**src/audio_route_pkg.sv**
```systemverilog
/*
 Shared constants and carrier types for the audio routing block.
 Assumes one hclk domain; registers are reached over AHB-Lite.
*/
package audio_route_pkg;
  localparam int SAMPLE_W = 24;
  localparam int FIFO_DEPTH = 32;

  typedef struct packed {
    logic valid;
    logic [SAMPLE_W-1:0] data;
  } sample_t;

  // Register indices; byte address is four times the index
  localparam logic [5:0] IDX_CLKSEL = 6'h08;
  localparam logic [5:0] IDX_PCFG3 = 6'h0c;
  localparam logic [5:0] IDX_PCFG4 = 6'h0d;
  localparam logic [5:0] IDX_SCFG2 = 6'h0e;
  localparam logic [5:0] IDX_DACCTL = 6'h0f;
  localparam logic [5:0] IDX_SPDTX = 6'h1e;
  localparam logic [5:0] IDX_STATUS = 6'h20;

  // Field positions
  localparam int SRC_LSB = 7;
  localparam int SPDIF_OUT_SOURCE_SEL_LSB = 0;
  localparam int THROUGH_BIT = 3;
  localparam int MODE_BIT = 8;
  localparam int DACCLK_LSB = 0;
  localparam int STEER1_LSB = 0;
  localparam int STEER2_LSB = 2;
  localparam int STEER3_LSB = 4;

  // Reset values
  localparam logic [8:0] RST_CLKSEL = 9'h000;
  localparam logic [8:0] RST_PCFG3 = 9'h1a4;
  localparam logic [8:0] RST_PCFG4 = 9'h080;
  localparam logic [8:0] RST_SCFG2 = 9'h000;
  localparam logic [8:0] RST_DACCTL = 9'h000;
  localparam logic [8:0] RST_SPDTX = 9'h000;

  // Source select codes
  localparam logic [1:0] SRC_SPDIF = 2'h0;
  localparam logic [1:0] SRC_ADC = 2'h1;
  localparam logic [1:0] SRC_SEC = 2'h2;
  localparam logic [1:0] SRC_PRI = 2'h3;

  typedef enum logic [1:0] {
    CLK_MCLK = 2'b00,
    CLK_PLLA = 2'b01,
    CLK_PLLB = 2'b10
  } dac_clk_t;

  typedef enum logic [2:0] {
    RATE_128 = 3'b000,
    RATE_192 = 3'b001,
    RATE_256 = 3'b010,
    RATE_384 = 3'b011,
    RATE_512 = 3'b100,
    RATE_768 = 3'b101,
    RATE_1152 = 3'b110
  } dac_rate_t;

  // Midpoints between adjacent ratios, in master clock edges
  localparam logic [10:0] THR_192 = 11'h0a0;
  localparam logic [10:0] THR_256 = 11'h0e0;
  localparam logic [10:0] THR_384 = 11'h140;
  localparam logic [10:0] THR_512 = 11'h1c0;
  localparam logic [10:0] THR_768 = 11'h280;
  localparam logic [10:0] THR_1152 = 11'h3c0;
  localparam logic [10:0] CNT_MAX = 11'h7ff;
endpackage : audio_route_pkg

```
**src/audio_route.sv**
```systemverilog
/*
 Audio data routing, DAC clock select and DAC rate detection, with a
 sample FIFO in the DAC1 path and an AHB-Lite register slave.
 Assumes sample streams come from logic on hclk; clock and frame pins
 are asynchronous and are sampled, so they must run below hclk/2.
*/
// Local design decision: the AHB-Lite register port.
// Summary of operation
// - DAC1 source field bits 8:7: 00 S/PDIF, 10 secondary, 11 primary.
// - DAC2 and DAC3 take only primary port receiver data.
// - Any of the three data input pins can be steered to any DAC.
// - The pin steered to DAC1 also feeds S/PDIF and secondary transmitters.
// - Primary transmitter source: 00 S/PDIF, 01 ADC, 10 secondary; reset 01.
// - Secondary transmitter source: 00 S/PDIF, 01 ADC, 11 primary; reset 00.
// - S/PDIF transmitter source: 00 S/PDIF, 01 ADC, 10 secondary, 11 primary.
// - Through bit 3 drives output pin from S/PDIF input mux when set.
// - DAC clock: 00 and 11 master pin, 01 PLL A, 10 PLL B.
// - DAC1 from S/PDIF forces PLL A clock and, with mode bit clear, powers down DAC2/3.
// - Mode bit 8 picks subframe or primary frame clock, DAC2/3 power.
// - Rate logic picks 128 to 1152 times sample rate from master clock.
// - Primary port data uses the primary receive frame clock for rate.
// - Secondary port data uses the secondary frame clock for rate.
// - S/PDIF data without mode uses the recovered subframe clock.
`timescale 1ns/1ps

////////////////////////////////////////////////////////////////////////
module sample_fifo #(
  parameter int W = 24,
  parameter int DEPTH = 32
) (
  input wire logic clk,
  input wire logic rst_n,
  input wire logic in_valid,
  input wire logic [W-1:0] in_data,
  output logic in_ready,
  output logic out_valid,
  output logic [W-1:0] out_data,
  input wire logic out_ready
);
  localparam int AW = $clog2(DEPTH);
  localparam int CW = $clog2(DEPTH + 1);

  typedef struct packed {
    logic [DEPTH-1:0][W-1:0] mem;
    logic [AW-1:0] wp;
    logic [AW-1:0] rp;
    logic [CW-1:0] cnt;
  } fifo_state_t;

  fifo_state_t s_r;
  fifo_state_t s_nxt;
  logic push;
  logic pop;

  assign in_ready = (s_r.cnt != CW'(DEPTH));
  assign out_valid = (s_r.cnt != '0);
  assign out_data = s_r.mem[s_r.rp];
  assign push = in_valid && in_ready;
  assign pop = out_valid && out_ready;

  always_comb begin
    s_nxt = s_r;
    if (push) begin
      s_nxt.mem[s_r.wp] = in_data;
      s_nxt.wp = (s_r.wp == AW'(DEPTH - 1)) ? '0 : s_r.wp + 1'b1;
    end
    if (pop) begin
      s_nxt.rp = (s_r.rp == AW'(DEPTH - 1)) ? '0 : s_r.rp + 1'b1;
    end
    s_nxt.cnt = s_r.cnt + CW'(push) - CW'(pop);
  end

  always_ff @(posedge clk or negedge rst_n) begin
    if (!rst_n) begin
      s_r <= '0;
    end else begin
      s_r <= s_nxt;
    end
  end
endmodule : sample_fifo

////////////////////////////////////////////////////////////////////////
module audio_route import audio_route_pkg::*; #(
  parameter int DEPTH = FIFO_DEPTH
) (
  input wire logic hclk,
  input wire logic hresetn,
  input wire logic hsel,
  input wire logic [31:0] haddr,
  input wire logic [1:0] htrans,
  input wire logic hwrite,
  input wire logic [2:0] hsize,
  input wire logic [31:0] hwdata,
  input wire logic hready,
  output logic hreadyout,
  output logic hresp,
  output logic [31:0] hrdata,
  input wire sample_t [2:0] dac_data_input_pins,
  input wire sample_t spdif_rx_data,
  input wire sample_t secondary_rx_data,
  input wire sample_t adc_data,
  output logic dac1_fill_ready,
  output sample_t dac1_data,
  input wire logic dac1_ready,
  output sample_t dac2_data,
  output sample_t dac3_data,
  output sample_t primary_tx_data,
  output sample_t secondary_tx_data,
  output sample_t spdif_tx_data,
  input wire logic mclk_pin,
  input wire logic pll_a_clock,
  input wire logic pll_b_clock,
  input wire logic primary_rx_frame_clock,
  input wire logic secondary_port_frame_clock,
  input wire logic spdif_subframe_clock,
  input wire logic spdif_in_mux_bit,
  input wire logic spdif_tx_bit,
  output logic spdif_output_pin,
  output logic [1:0] dac_clk_sel,
  output logic dac23_power_down,
  output logic [2:0] dac_rate
);
  // Pin bit positions in the synchroniser vectors
  localparam int P_MCLK = 0;
  localparam int P_PLLA = 1;
  localparam int P_PLLB = 2;
  localparam int P_PRI = 3;
  localparam int P_SEC = 4;
  localparam int P_SUB = 5;
  localparam int P_SPIN = 6;
  localparam int P_STX = 7;

  typedef struct packed {
    logic [8:0] clksel;
    logic [8:0] pcfg3;
    logic [8:0] pcfg4;
    logic [8:0] scfg2;
    logic [8:0] dacctl;
    logic [8:0] spdtx;
    logic wr_pend;
    logic [5:0] wr_idx;
    logic [31:0] rdata;
    logic [7:0] sync1;
    logic [7:0] sync2;
    logic [7:0] prev;
    logic [10:0] cnt;
    logic [2:0] rate;
    sample_t dac2;
    sample_t dac3;
    sample_t ptx;
    sample_t stx;
    sample_t sptx;
    logic pin;
  } route_state_t;

  route_state_t s_r;
  route_state_t s_nxt;
  sample_t [2:0] steer;
  sample_t dac1_in;
  logic [1:0] dac1_src;
  logic rx2dac;
  logic pd23;
  dac_clk_t eff_clk;
  logic m_edge;
  logic f_edge;
  logic [7:0] pins;
  logic fifo_valid;
  logic [SAMPLE_W-1:0] fifo_data;

  function automatic sample_t src_mux(input logic [1:0] sel,
      input sample_t a0, input sample_t a1, input sample_t a2,
      input sample_t a3);
    case (sel)
      2'h0: src_mux = a0;
      2'h1: src_mux = a1;
      2'h2: src_mux = a2;
      default: src_mux = a3;
    endcase
  endfunction : src_mux

  function automatic logic [2:0] rate_of(input logic [10:0] n);
    if (n < THR_192) rate_of = RATE_128;
    else if (n < THR_256) rate_of = RATE_192;
    else if (n < THR_384) rate_of = RATE_256;
    else if (n < THR_512) rate_of = RATE_384;
    else if (n < THR_768) rate_of = RATE_512;
    else if (n < THR_1152) rate_of = RATE_768;
    else rate_of = RATE_1152;
  endfunction : rate_of

  assign pins = {spdif_tx_bit, spdif_in_mux_bit, spdif_subframe_clock,
    secondary_port_frame_clock, primary_rx_frame_clock, pll_b_clock,
    pll_a_clock, mclk_pin};

  ////////////////////////////////////////////////////////////////////
  // Data routing

  // Pin code 3 has no pin behind it and carries nothing
  for (genvar k = 0; k < 3; k++) begin : g_steer
    logic [1:0] psel;
    assign psel = s_r.pcfg3[2*k+1:2*k];
    assign steer[k] = (psel == 2'h3) ? '0 : dac_data_input_pins[psel];
  end

  assign dac1_src = s_r.pcfg3[SRC_LSB+1:SRC_LSB];
  assign rx2dac = s_r.dacctl[MODE_BIT];
  assign pd23 = (dac1_src == SRC_SPDIF) && !rx2dac;

  // Code 01 is reserved for DAC1 and yields no samples
  assign dac1_in = src_mux(dac1_src, spdif_rx_data, '0,
    secondary_rx_data, steer[0]);

  sample_fifo #(
    .W(SAMPLE_W),
    .DEPTH(DEPTH)
  ) u_dac1_fifo (
    .clk(hclk),
    .rst_n(hresetn),
    .in_valid(dac1_in.valid),
    .in_data(dac1_in.data),
    .in_ready(dac1_fill_ready),
    .out_valid(fifo_valid),
    .out_data(fifo_data),
    .out_ready(dac1_ready)
  );
  assign dac1_data = {fifo_valid, fifo_data};

  ////////////////////////////////////////////////////////////////////
  // Clock and rate source

  always_comb begin
    if (dac1_src == SRC_SPDIF) begin
      eff_clk = CLK_PLLA;
    end else begin
      case (s_r.clksel[DACCLK_LSB+1:DACCLK_LSB])
        2'h1: eff_clk = CLK_PLLA;
        2'h2: eff_clk = CLK_PLLB;
        default: eff_clk = CLK_MCLK;
      endcase
    end
  end

  always_comb begin
    case (eff_clk)
      CLK_PLLA: m_edge = s_r.sync2[P_PLLA] && !s_r.prev[P_PLLA];
      CLK_PLLB: m_edge = s_r.sync2[P_PLLB] && !s_r.prev[P_PLLB];
      default: m_edge = s_r.sync2[P_MCLK] && !s_r.prev[P_MCLK];
    endcase
    case (dac1_src)
      SRC_PRI: f_edge = s_r.sync2[P_PRI] && !s_r.prev[P_PRI];
      SRC_SEC: f_edge = s_r.sync2[P_SEC] && !s_r.prev[P_SEC];
      SRC_SPDIF: begin
        if (rx2dac) begin
          f_edge = s_r.sync2[P_PRI] && !s_r.prev[P_PRI];
        end else begin
          f_edge = s_r.sync2[P_SUB] && !s_r.prev[P_SUB];
        end
      end
      default: f_edge = 1'b0;
    endcase
  end

  ////////////////////////////////////////////////////////////////////
  // State update: registers, synchronisers, outputs

  always_comb begin
    s_nxt = s_r;
    s_nxt.sync1 = pins;
    s_nxt.sync2 = s_r.sync1;
    s_nxt.prev = s_r.sync2;

    if (s_r.wr_pend) begin
      case (s_r.wr_idx)
        IDX_CLKSEL: s_nxt.clksel = hwdata[8:0];
        IDX_PCFG3: s_nxt.pcfg3 = hwdata[8:0];
        IDX_PCFG4: s_nxt.pcfg4 = hwdata[8:0];
        IDX_SCFG2: s_nxt.scfg2 = hwdata[8:0];
        IDX_DACCTL: s_nxt.dacctl = hwdata[8:0];
        IDX_SPDTX: s_nxt.spdtx = hwdata[8:0];
        default: s_nxt.wr_pend = 1'b0;
      endcase
    end
    s_nxt.wr_pend = 1'b0;
    // Reads see a write still in its data phase
    if (hsel && hready && htrans[1]) begin
      s_nxt.wr_pend = hwrite;
      s_nxt.wr_idx = haddr[7:2];
      if (!hwrite) begin
        case (haddr[7:2])
          IDX_CLKSEL: s_nxt.rdata = {23'h0, s_nxt.clksel};
          IDX_PCFG3: s_nxt.rdata = {23'h0, s_nxt.pcfg3};
          IDX_PCFG4: s_nxt.rdata = {23'h0, s_nxt.pcfg4};
          IDX_SCFG2: s_nxt.rdata = {23'h0, s_nxt.scfg2};
          IDX_DACCTL: s_nxt.rdata = {23'h0, s_nxt.dacctl};
          IDX_SPDTX: s_nxt.rdata = {23'h0, s_nxt.spdtx};
          IDX_STATUS: s_nxt.rdata = {26'h0, pd23, eff_clk, s_r.rate};
          default: s_nxt.rdata = 32'h0;
        endcase
      end
    end

    // Master edges per frame period give the ratio
    if (f_edge) begin
      s_nxt.rate = rate_of(s_r.cnt);
      s_nxt.cnt = 11'h0;
    end else if (m_edge && s_r.cnt != CNT_MAX) begin
      s_nxt.cnt = s_r.cnt + 11'h1;
    end

    s_nxt.dac2 = pd23 ? '0 : steer[1];
    s_nxt.dac3 = pd23 ? '0 : steer[2];
    s_nxt.ptx = src_mux(s_r.pcfg4[SRC_LSB+1:SRC_LSB], spdif_rx_data,
      adc_data, secondary_rx_data, '0);
    s_nxt.stx = src_mux(s_r.scfg2[SRC_LSB+1:SRC_LSB], spdif_rx_data,
      adc_data, '0, steer[0]);
    s_nxt.sptx = src_mux(s_r.spdtx[SPDIF_OUT_SOURCE_SEL_LSB+1:SPDIF_OUT_SOURCE_SEL_LSB], spdif_rx_data,
      adc_data, secondary_rx_data, steer[0]);
    s_nxt.pin = s_r.spdtx[THROUGH_BIT] ? s_r.sync2[P_SPIN]
      : s_r.sync2[P_STX];
  end

  always_ff @(posedge hclk or negedge hresetn) begin
    if (!hresetn) begin
      s_r <= '0;
      s_r.clksel <= RST_CLKSEL;
      s_r.pcfg3 <= RST_PCFG3;
      s_r.pcfg4 <= RST_PCFG4;
      s_r.scfg2 <= RST_SCFG2;
      s_r.dacctl <= RST_DACCTL;
      s_r.spdtx <= RST_SPDTX;
      s_r.rate <= RATE_256;
    end else begin
      s_r <= s_nxt;
    end
  end

  assign hreadyout = 1'b1;
  assign hresp = 1'b0;
  assign hrdata = s_r.rdata;
  assign dac2_data = s_r.dac2;
  assign dac3_data = s_r.dac3;
  assign primary_tx_data = s_r.ptx;
  assign secondary_tx_data = s_r.stx;
  assign spdif_tx_data = s_r.sptx;
  assign spdif_output_pin = s_r.pin;
  assign dac_clk_sel = eff_clk;
  assign dac23_power_down = pd23;
  assign dac_rate = s_r.rate;
endmodule : audio_route

```
**config.mk**
```make
export PLATFORM = sky130hd
export DESIGN_NAME = audio_route
export DESIGN_NICKNAME = d
export VERILOG_FILES = /design/src/audio_route_pkg.sv /design/src/audio_route.sv
export SDC_FILE = /design/constraint.sdc
export NUM_CORES = 2
export LEC_CHECK = 0
export BUFFER_PORTS_ARGS = -buffer_cell sky130_fd_sc_hd__buf_2
export CAP_MARGIN = 30
export CORE_UTILIZATION = 60
export DETAILED_ROUTE_END_ITERATION = 10
export GPL_ROUTABILITY_DRIVEN = 0
export PLACE_DENSITY = 0.8
export SLEW_MARGIN = 20
export SYNTH_ARGS = -nofsm -noshare
export SYNTH_HDL_FRONTEND = slang
export SYNTH_SLANG_ARGS = --single-unit
```
**constraint.sdc**
```tcl
create_clock -name hclk -period 3.6 [get_ports hclk]
set_clock_uncertainty 0.2 [all_clocks]
set_input_delay 0.54 -clock hclk [delete_from_list [all_inputs] [get_ports hclk]]
set_output_delay 0.54 -clock hclk [all_outputs]
set_load 0.02 [all_outputs]
```
Word level (Yosys, flattened, before mapping)
Cells that the tools add are included.
{"block": "word_totals", "register_bits": 1039, "in_bits": 233, "output_inout_bits": 192, "elab_cells": 186}
{"block": "classes", "addsub": 5, "n_lt_le_gt_ge": 12, "n_eq_ne": 33, "mux": 47, "bitwise_logic": 1, "reduce_logical": 28}
{"operator": "bitwise mux 768 bit", "n": 1}
{"operator": "one-hot mux 25 bit (3 select lines)", "n": 4}
{"operator": "two-way mux 25 bit", "n": 8}
{"operator": "binary-select mux 25 bit (select 2 bit)", "n": 3}
{"operator": "binary-select mux 24 bit (select 5 bit)", "n": 1}
{"operator": "demux 24 bit (select 5 bit)", "n": 1}
{"operator": "one-hot mux 9 bit (7 select lines)", "n": 1}
{"operator": "equality test 6 x 4 -> 1 bit, second input constant", "n": 10}
{"operator": "two-way mux 55 bit", "n": 1}
{"operator": "two-way mux 9 bit", "n": 6}
{"operator": "two-way mux 24 bit", "n": 2}
{"operator": "two-way mux 39 bit", "n": 1}
{"operator": "two-way mux 32 bit", "n": 1}
{"operator": "< comparator 11 x 10 -> 1 bit, second input constant", "n": 2}
{"operator": "< comparator 11 x 8 -> 1 bit, second input constant", "n": 2}
{"operator": "< comparator 11 x 9 -> 1 bit, second input constant", "n": 2}
{"operator": "two-way mux 11 bit", "n": 2}
{"operator": "equality test 2 bit, second input constant", "n": 10}
{"operator": "two-way mux 3 bit", "n": 5}
{"operator": "logical AND 1 bit", "n": 13}
{"operator": "equality test 2 x 1 -> 1 bit, second input constant", "n": 6}
{"operator": "equality test 6 x 5 -> 1 bit, second input constant", "n": 2}
{"operator": "< comparator 5 x 6 -> 1 bit, second input constant", "n": 2}
{"operator": "adder 11 x 1 -> 11 bit, second input constant", "n": 1}
{"operator": "22 further kinds", "n": 39}

Logic depth before layout (Yosys ltp)
{"block": "depth", "ltp_word": 8, "ltp_mapped": 17, "mapped_depth_nobuf": 15}

Hierarchy
A second synthesis with hierarchy kept.
{"block": "unflattened", "hier_cells": 3847, "hier_area_um2": 49454.9}
{"mod": "sample_fifo", "n_inst": 1, "cells_per_inst": 2574, "area_each_um2": 36602.6, "seq_area_each_um2": 19618.8}
{"mod": "audio_route", "n_inst": 1, "cells_per_inst": 1273, "area_each_um2": 12852.3, "seq_area_each_um2": 5813.1}

Worst setup path after synthesis
OpenSTA, ideal clock, no wires.
{"block": "synth_timing", "path_type": "register to register", "start": "register s_r, in the netlist dac1_src[0]", "end": "register s_r[133] in the netlist's numbering", "setup_time_ns": 0.066, "arrival_time_ns": 3.224, "required_ns": 3.334, "path_slack_ns": 0.110, "stages_incl_launch_ff": 12, "path_buffers": 3, "synth_period_minus_slack_ns": 3.490, "cell_sequence": "dfstp_2 clkbuf_1 nor2_1 clkbuf_1 nor3_1 inv_1 ha_1 a21oi_1 o21bai_1 clkbuf_1 or4_1 nand2_1"}
{"block": "synth_between", "elab_chain_cells": 6, "elab_cells_between_ends": 11, "cone_classes": "eq/ne: 4; mux: 4; reduce/logical: 3"}
{"element": "start, declared", "line_no": "audio_route.sv:156", "rtl": "route_state_t s_r;"}
{"element": "start signal, assigned", "line_no": "audio_route.sv:333", "rtl": "s_r <= s_nxt;"}
{"element": "zero test 2 bit (*)", "line_no": "audio_route.sv:232", "rtl": "if (dac1_src == SRC_SPDIF) begin"}
{"element": "two-way mux 2 bit (*)", "line_no": "audio_route.sv:232"}
{"element": "via dac_clk_sel[1]", "line_no": "audio_route.sv:119", "rtl": "output logic [1:0] dac_clk_sel,"}
{"element": "equality test 2 bit or equality test 2 x 1 -> 1 bit (tied branches)", "line_no": "audio_route.sv:244", "rtl": "case (eff_clk)"}
{"element": "one-hot mux 1 bit (2 select lines) (*)", "line_no": "audio_route.sv:244"}
{"element": "logical AND 1 bit (*)", "line_no": "audio_route.sv:306", "rtl": "end else if (m_edge && s_r.cnt != CNT_MAX) begin"}
{"element": "nonzero test 2 bit (no line) (*)"}
Mark *: on every way through the listed nets, which the timed path passes. The rest lies on a longest branch.
A chain may end at the register's enable or synchronous reset.

==> results.txt <==
The via total after detailed routing came out at roughly 32000. The number of I/O pins is 425. The flip-flop and latch area came out at 0.0254 sq mm. The most used flip-flop cell after synthesis is dfrtp_1.

The number of placed instances with taps included is ~4600. After the flow finishes, the layout carries non-filler instances totaling 4983. The cell depth of the worst setup path came out at 7. By area the synthesized netlist is led by dfrtp_1 51%, mux2_2 15%, mux4_2 11%.

The number of antenna-violating nets in the routed design came out at 0. The worst register-to-register path ends at u_dac1_fifo.s_r[5]$_DFF_PN0_. The post-synthesis instance total is 3508. The site row count is 105.

The clock reaches the later pin of the worst-skew pair after 0.67 ns. The synthesized netlist contains 76 unique library cells. The worst setup path is captured at an output port.

After legalization and detailed placement, the total HPWL measured 83700 um. The first global-routing pass estimated 207000 um of wire. The worst-case hold slack is 0.0206 ns.

For the worst flop-to-flop path, the logic depth is 12. The shortest clock period the worst path allows after layout is 3.74 ns. The detailed router finished its first iteration with roughly 3200 violations. The part of the Yosys area used for sequential elements is approximately 51%. The total area of multi-input combinational cells is about 0.022 sq mm. The maximum VDD drop came out at 0.858 mV.

The tree is rooted in a clkbuf_16. The total non-filler cell area in the finished layout is 0.0578 sq mm. Setup repair after global routing could not meet its margin everywhere.

The number of levels the H-tree was split into came out at 3. STA classifies the critical path startpoint as a flip-flop. The clock transition at the register clock pins on the worst setup and hold paths after CTS is roughly 0.06 ns. Setup violations remaining at the end of the flow were counted as 22. The placeable core region came out at about 0.08 sq mm. The critical path starts at u_dac1_fifo.s_r[6]$_DFFE_PN0P_. The number of global-route vias before repair came to 33900. The number of optimization iterations in the first detailed-route pass came out at 6. The wire length per cell after detailed routing came out at 27.1 um. Of the total power, the clock network draws 24.8%.

The measured slew at the worst slew-check pin came out at 0.981 ns. Following the worst setup path forward leads to its endpoint at dac1_data[23]. In the post-route analysis, the smallest setup slack over all paths is -0.139 ns.

The count of clock tree sinks is around 1000. The run finished, with violations left. The fmax is 0.267 GHz.

The number of antenna violations at the first check in global routing came out at 11. Entering global routing, the biggest net connects 100 pins. TritonCTS built the clock tree.

In this design, the stage delay of the slowest critical-path cell is around 0.53 ns. The overall die width is 291 um. The path category of the worst min-delay check is input port to flip-flop. The number of fill cells in the layout came out at 5102. The final-report max-slew violation count is 0. Dividing the detail-routed via count by the number of cells gives 6.44. Synthesis inferred between 1000 and 1500 register bits. In the final layout, the share of cells above drive strength 1 is about 47%. After detailed placement, the total cell area comes to around 0.052 sq mm. The final reports fail on negative setup slack. The overall die height came out at approximately 290 um. The biggest area contributor in the post-synthesis netlist is dfrtp_1. The number of synthesized flops with an enable pin is 0. In the post-synthesis netlist, the cell with the most instances is dfrtp_1.

The post-route DRC violation count came out at 0. The internal power summed over all cells came out at roughly 30 mW. The net switching share of the total power is 31.6%. Input and output buffers added on the ports amount to 346.

Counting along the longest clock path gives a buffer depth of 3. The worst path arrival time came out at 3.00 ns. The net switching power figure came out at 14.1 mW. The async set-or-reset flop fraction in the synthesized netlist came out at 100%. The power per cell area is a little under 800 mW/mm^2. Headroom to the max-slew limit came out at 34.6%. The worst-path maximum fanout came out at 7.

The critical path data required time is 2.86 ns. The net count of the finished layout is 4074. The cell area after synthesis came out at 0.0499 sq mm.

The max-cap violation count is 0. The number of buffer and inverter stages on the critical path came out at 4. The floorplan die area is 0.0844 sq mm.

The start-to-end type of the worst setup path is flip-flop to output port. The share of power burned in registers is 38.4%. The fraction of power consumed by combinational cells came out at 36.7%.

The area overhead of the layout relative to synthesis is 15.8%. The leakage power figure is 27.2 nW. The final critical path takes up 104% of the cycle.

Summed over all layers, the routed wires come to 135000 um. The beginning of the worst register-to-register path is dac1_src[1]$_DFF_PN1_. For flop-to-flop paths, the worst setup slack is about 0.32 ns. The initial core utilization came out at 60.7%.

The share of the core filled with cells in the final layout came out at 70.3%. The number of buffers inserted during clock tree synthesis is about 100. The post-synthesis area per instance came out at 14.2 sq um. The slowest stage of the critical path belongs to the cell mux4_2.

The total routing resource utilization after global routing came out at 32.0%. The count of yosys warnings during synthesis is 0. The total count of hold-check failures in the final report came out at 0. Walking the worst path, the cells encountered are buf_12 > buf_16 > buf_12 > mux4_2 > mux4_2 > o21a_1 > buf_6. Summed over its instances, the top area cell type makes up between 50% and 60% of the synthesized netlist area. The cell family contributing the most delay on the critical path is multiplexers.

After synthesis, the most frequently instantiated cells are 1010 x dfrtp_1, 646 x mux2_2, 241 x mux4_2, 180 x mux2_4, 175 x buf_4. The total congestion overflow after global routing is 0.
==> worst min-delay path, delay by kind of cell <==
kind | cells | cell delay [ns]
compound gates | 1 | 0.14
buf+inv | 1 | 0.11
mux | 1 | 0.07
==> what timing repair did <==
item                                   CTS  global route
hold buffers                           105             0
pin swaps                                1             0
endpoints found under the hold margin  148             0
cloned                                   5             6
setup endpoints to repair               24            24
resized for setup                       56            33
setup buffers                           14             6
==> sequential cells by signal, summed over array words and instances, names as in the netlist <==
signal and count:
dac1_src 2, secondary_tx_data 25, primary_tx_data 25, u_dac1_fifo.s_r 784, dac_rate 3, s_nxt 16
spdif_tx_data 25, s_r 69, g_steer.psel 6, spdif_output_pin 1, dac2_data 25, dac3_data 25
hrdata 9, rx2dac 1
==> worst min path at each step <==
stage / slack, ns / depth (start not counted) / startpoint / to
after detailed placement: 0.13 / 0 / s_nxt[148]$_DFF_PN0_ / s_nxt[140]$_DFF_PN0_
after CTS: 0.0003 / 3 / secondary_rx_data[9] / primary_tx_data[9]$_DFF_PN0_
final: 0.02 / 3 / secondary_rx_data[9] / primary_tx_data[9]$_DFF_PN0_
after global placement: 0.14 / 0 / s_nxt[150]$_DFF_PN0_ / s_nxt[142]$_DFF_PN0_
after floorplan: 0.04 / 0 / hresetn / dac2_data[0]$_DFF_PN0_
after global routing: 0.02 / 2 / hwdata[0] / s_r[248]$_DFF_PN0_
==> power groups by stage <==
stage	Combinational [mW]	Clock (mW)	Sequential (mW)
floorplan	11.3	0	16.2
global placement	14.2	0	16.9
detailed placement	14.7	0	17.2
CTS	15.8	11.1	17.0
global route	17.2	11.6	17.5
finish	16.3	11.1	17.1
==> placed cells by master (no fill, tap or decap), types with 18 or more instances in the layout <==
master / count
dfrtp_1: 1004
mux2_2: 646
buf_2: 328
mux4_2: 241
mux2_4: 180
mux2i_1: 146
nor2_1: 124
clkbuf_16: 110
dlygate4sd3_1: 105
nand2_1: 104
o21ai_0: 104
buf_4: 104
a21oi_1: 86
inv_1: 55
buf_12: 48
a22oi_1: 35
a21o_1: 29
clkbuf_1: 27
clkbuf_8: 26
conb_1: 25
nand3_1: 24
a2bb2oi_1: 24
buf_8: 23
o21a_1: 19
ha_1: 19
buf_6: 18
==> cells by family after synthesis <==
logic type | Yosys count | share of synthesized area [%]
AO/OA/AOI/OAI | 371 | 4.79
XOR/XNOR | 5 | 0.0877
adder cells (fa/ha/maj) | 20 | 0.516
buffers and inverters | 514 | 5.91
flip-flops | 1016 | 50.9
multiplexers | 1222 | 34.0
other | 2 | 0.0150
AND/OR/NAND/NOR | 358 | 3.81
==> per-stage QoR <==
step	setup WS, ns	TNS [ns]	power, mW
global placement	0.451	0	31.2
CTS	-0.155	-2.11	43.9
global route	-0.186	-2.83	46.3
finish	-0.139	-1.26	44.5
detailed placement	0.389	0	31.9
floorplan	0.110	0	27.5
==> metal layers <==
layer	vias up	wire, um	share of wire [%]	GRT usage, %
met5	-	7	0.0052	0
met4	2	5300	3.9	12.5
met3	360	10100	7.4	5.59
met2	1608	65900	49	51.5
met1	16900	53700	40	43.8
li1	13200	-	-	-
==> area by class of cell <==
cell class | count | share of cell area, %
clock buffers | 158 | 5.34
multi-input cells | 2001 | 37.8
diodes | 9 | 0.0389
repair buffers | 645 | 9.51
flip-flops and latches | 1016 | 44.0
well taps | 1070 | 2.31
clock inverters | 29 | 0.690
inverters | 55 | 0.357
Power figures use the tool's default switching activity.
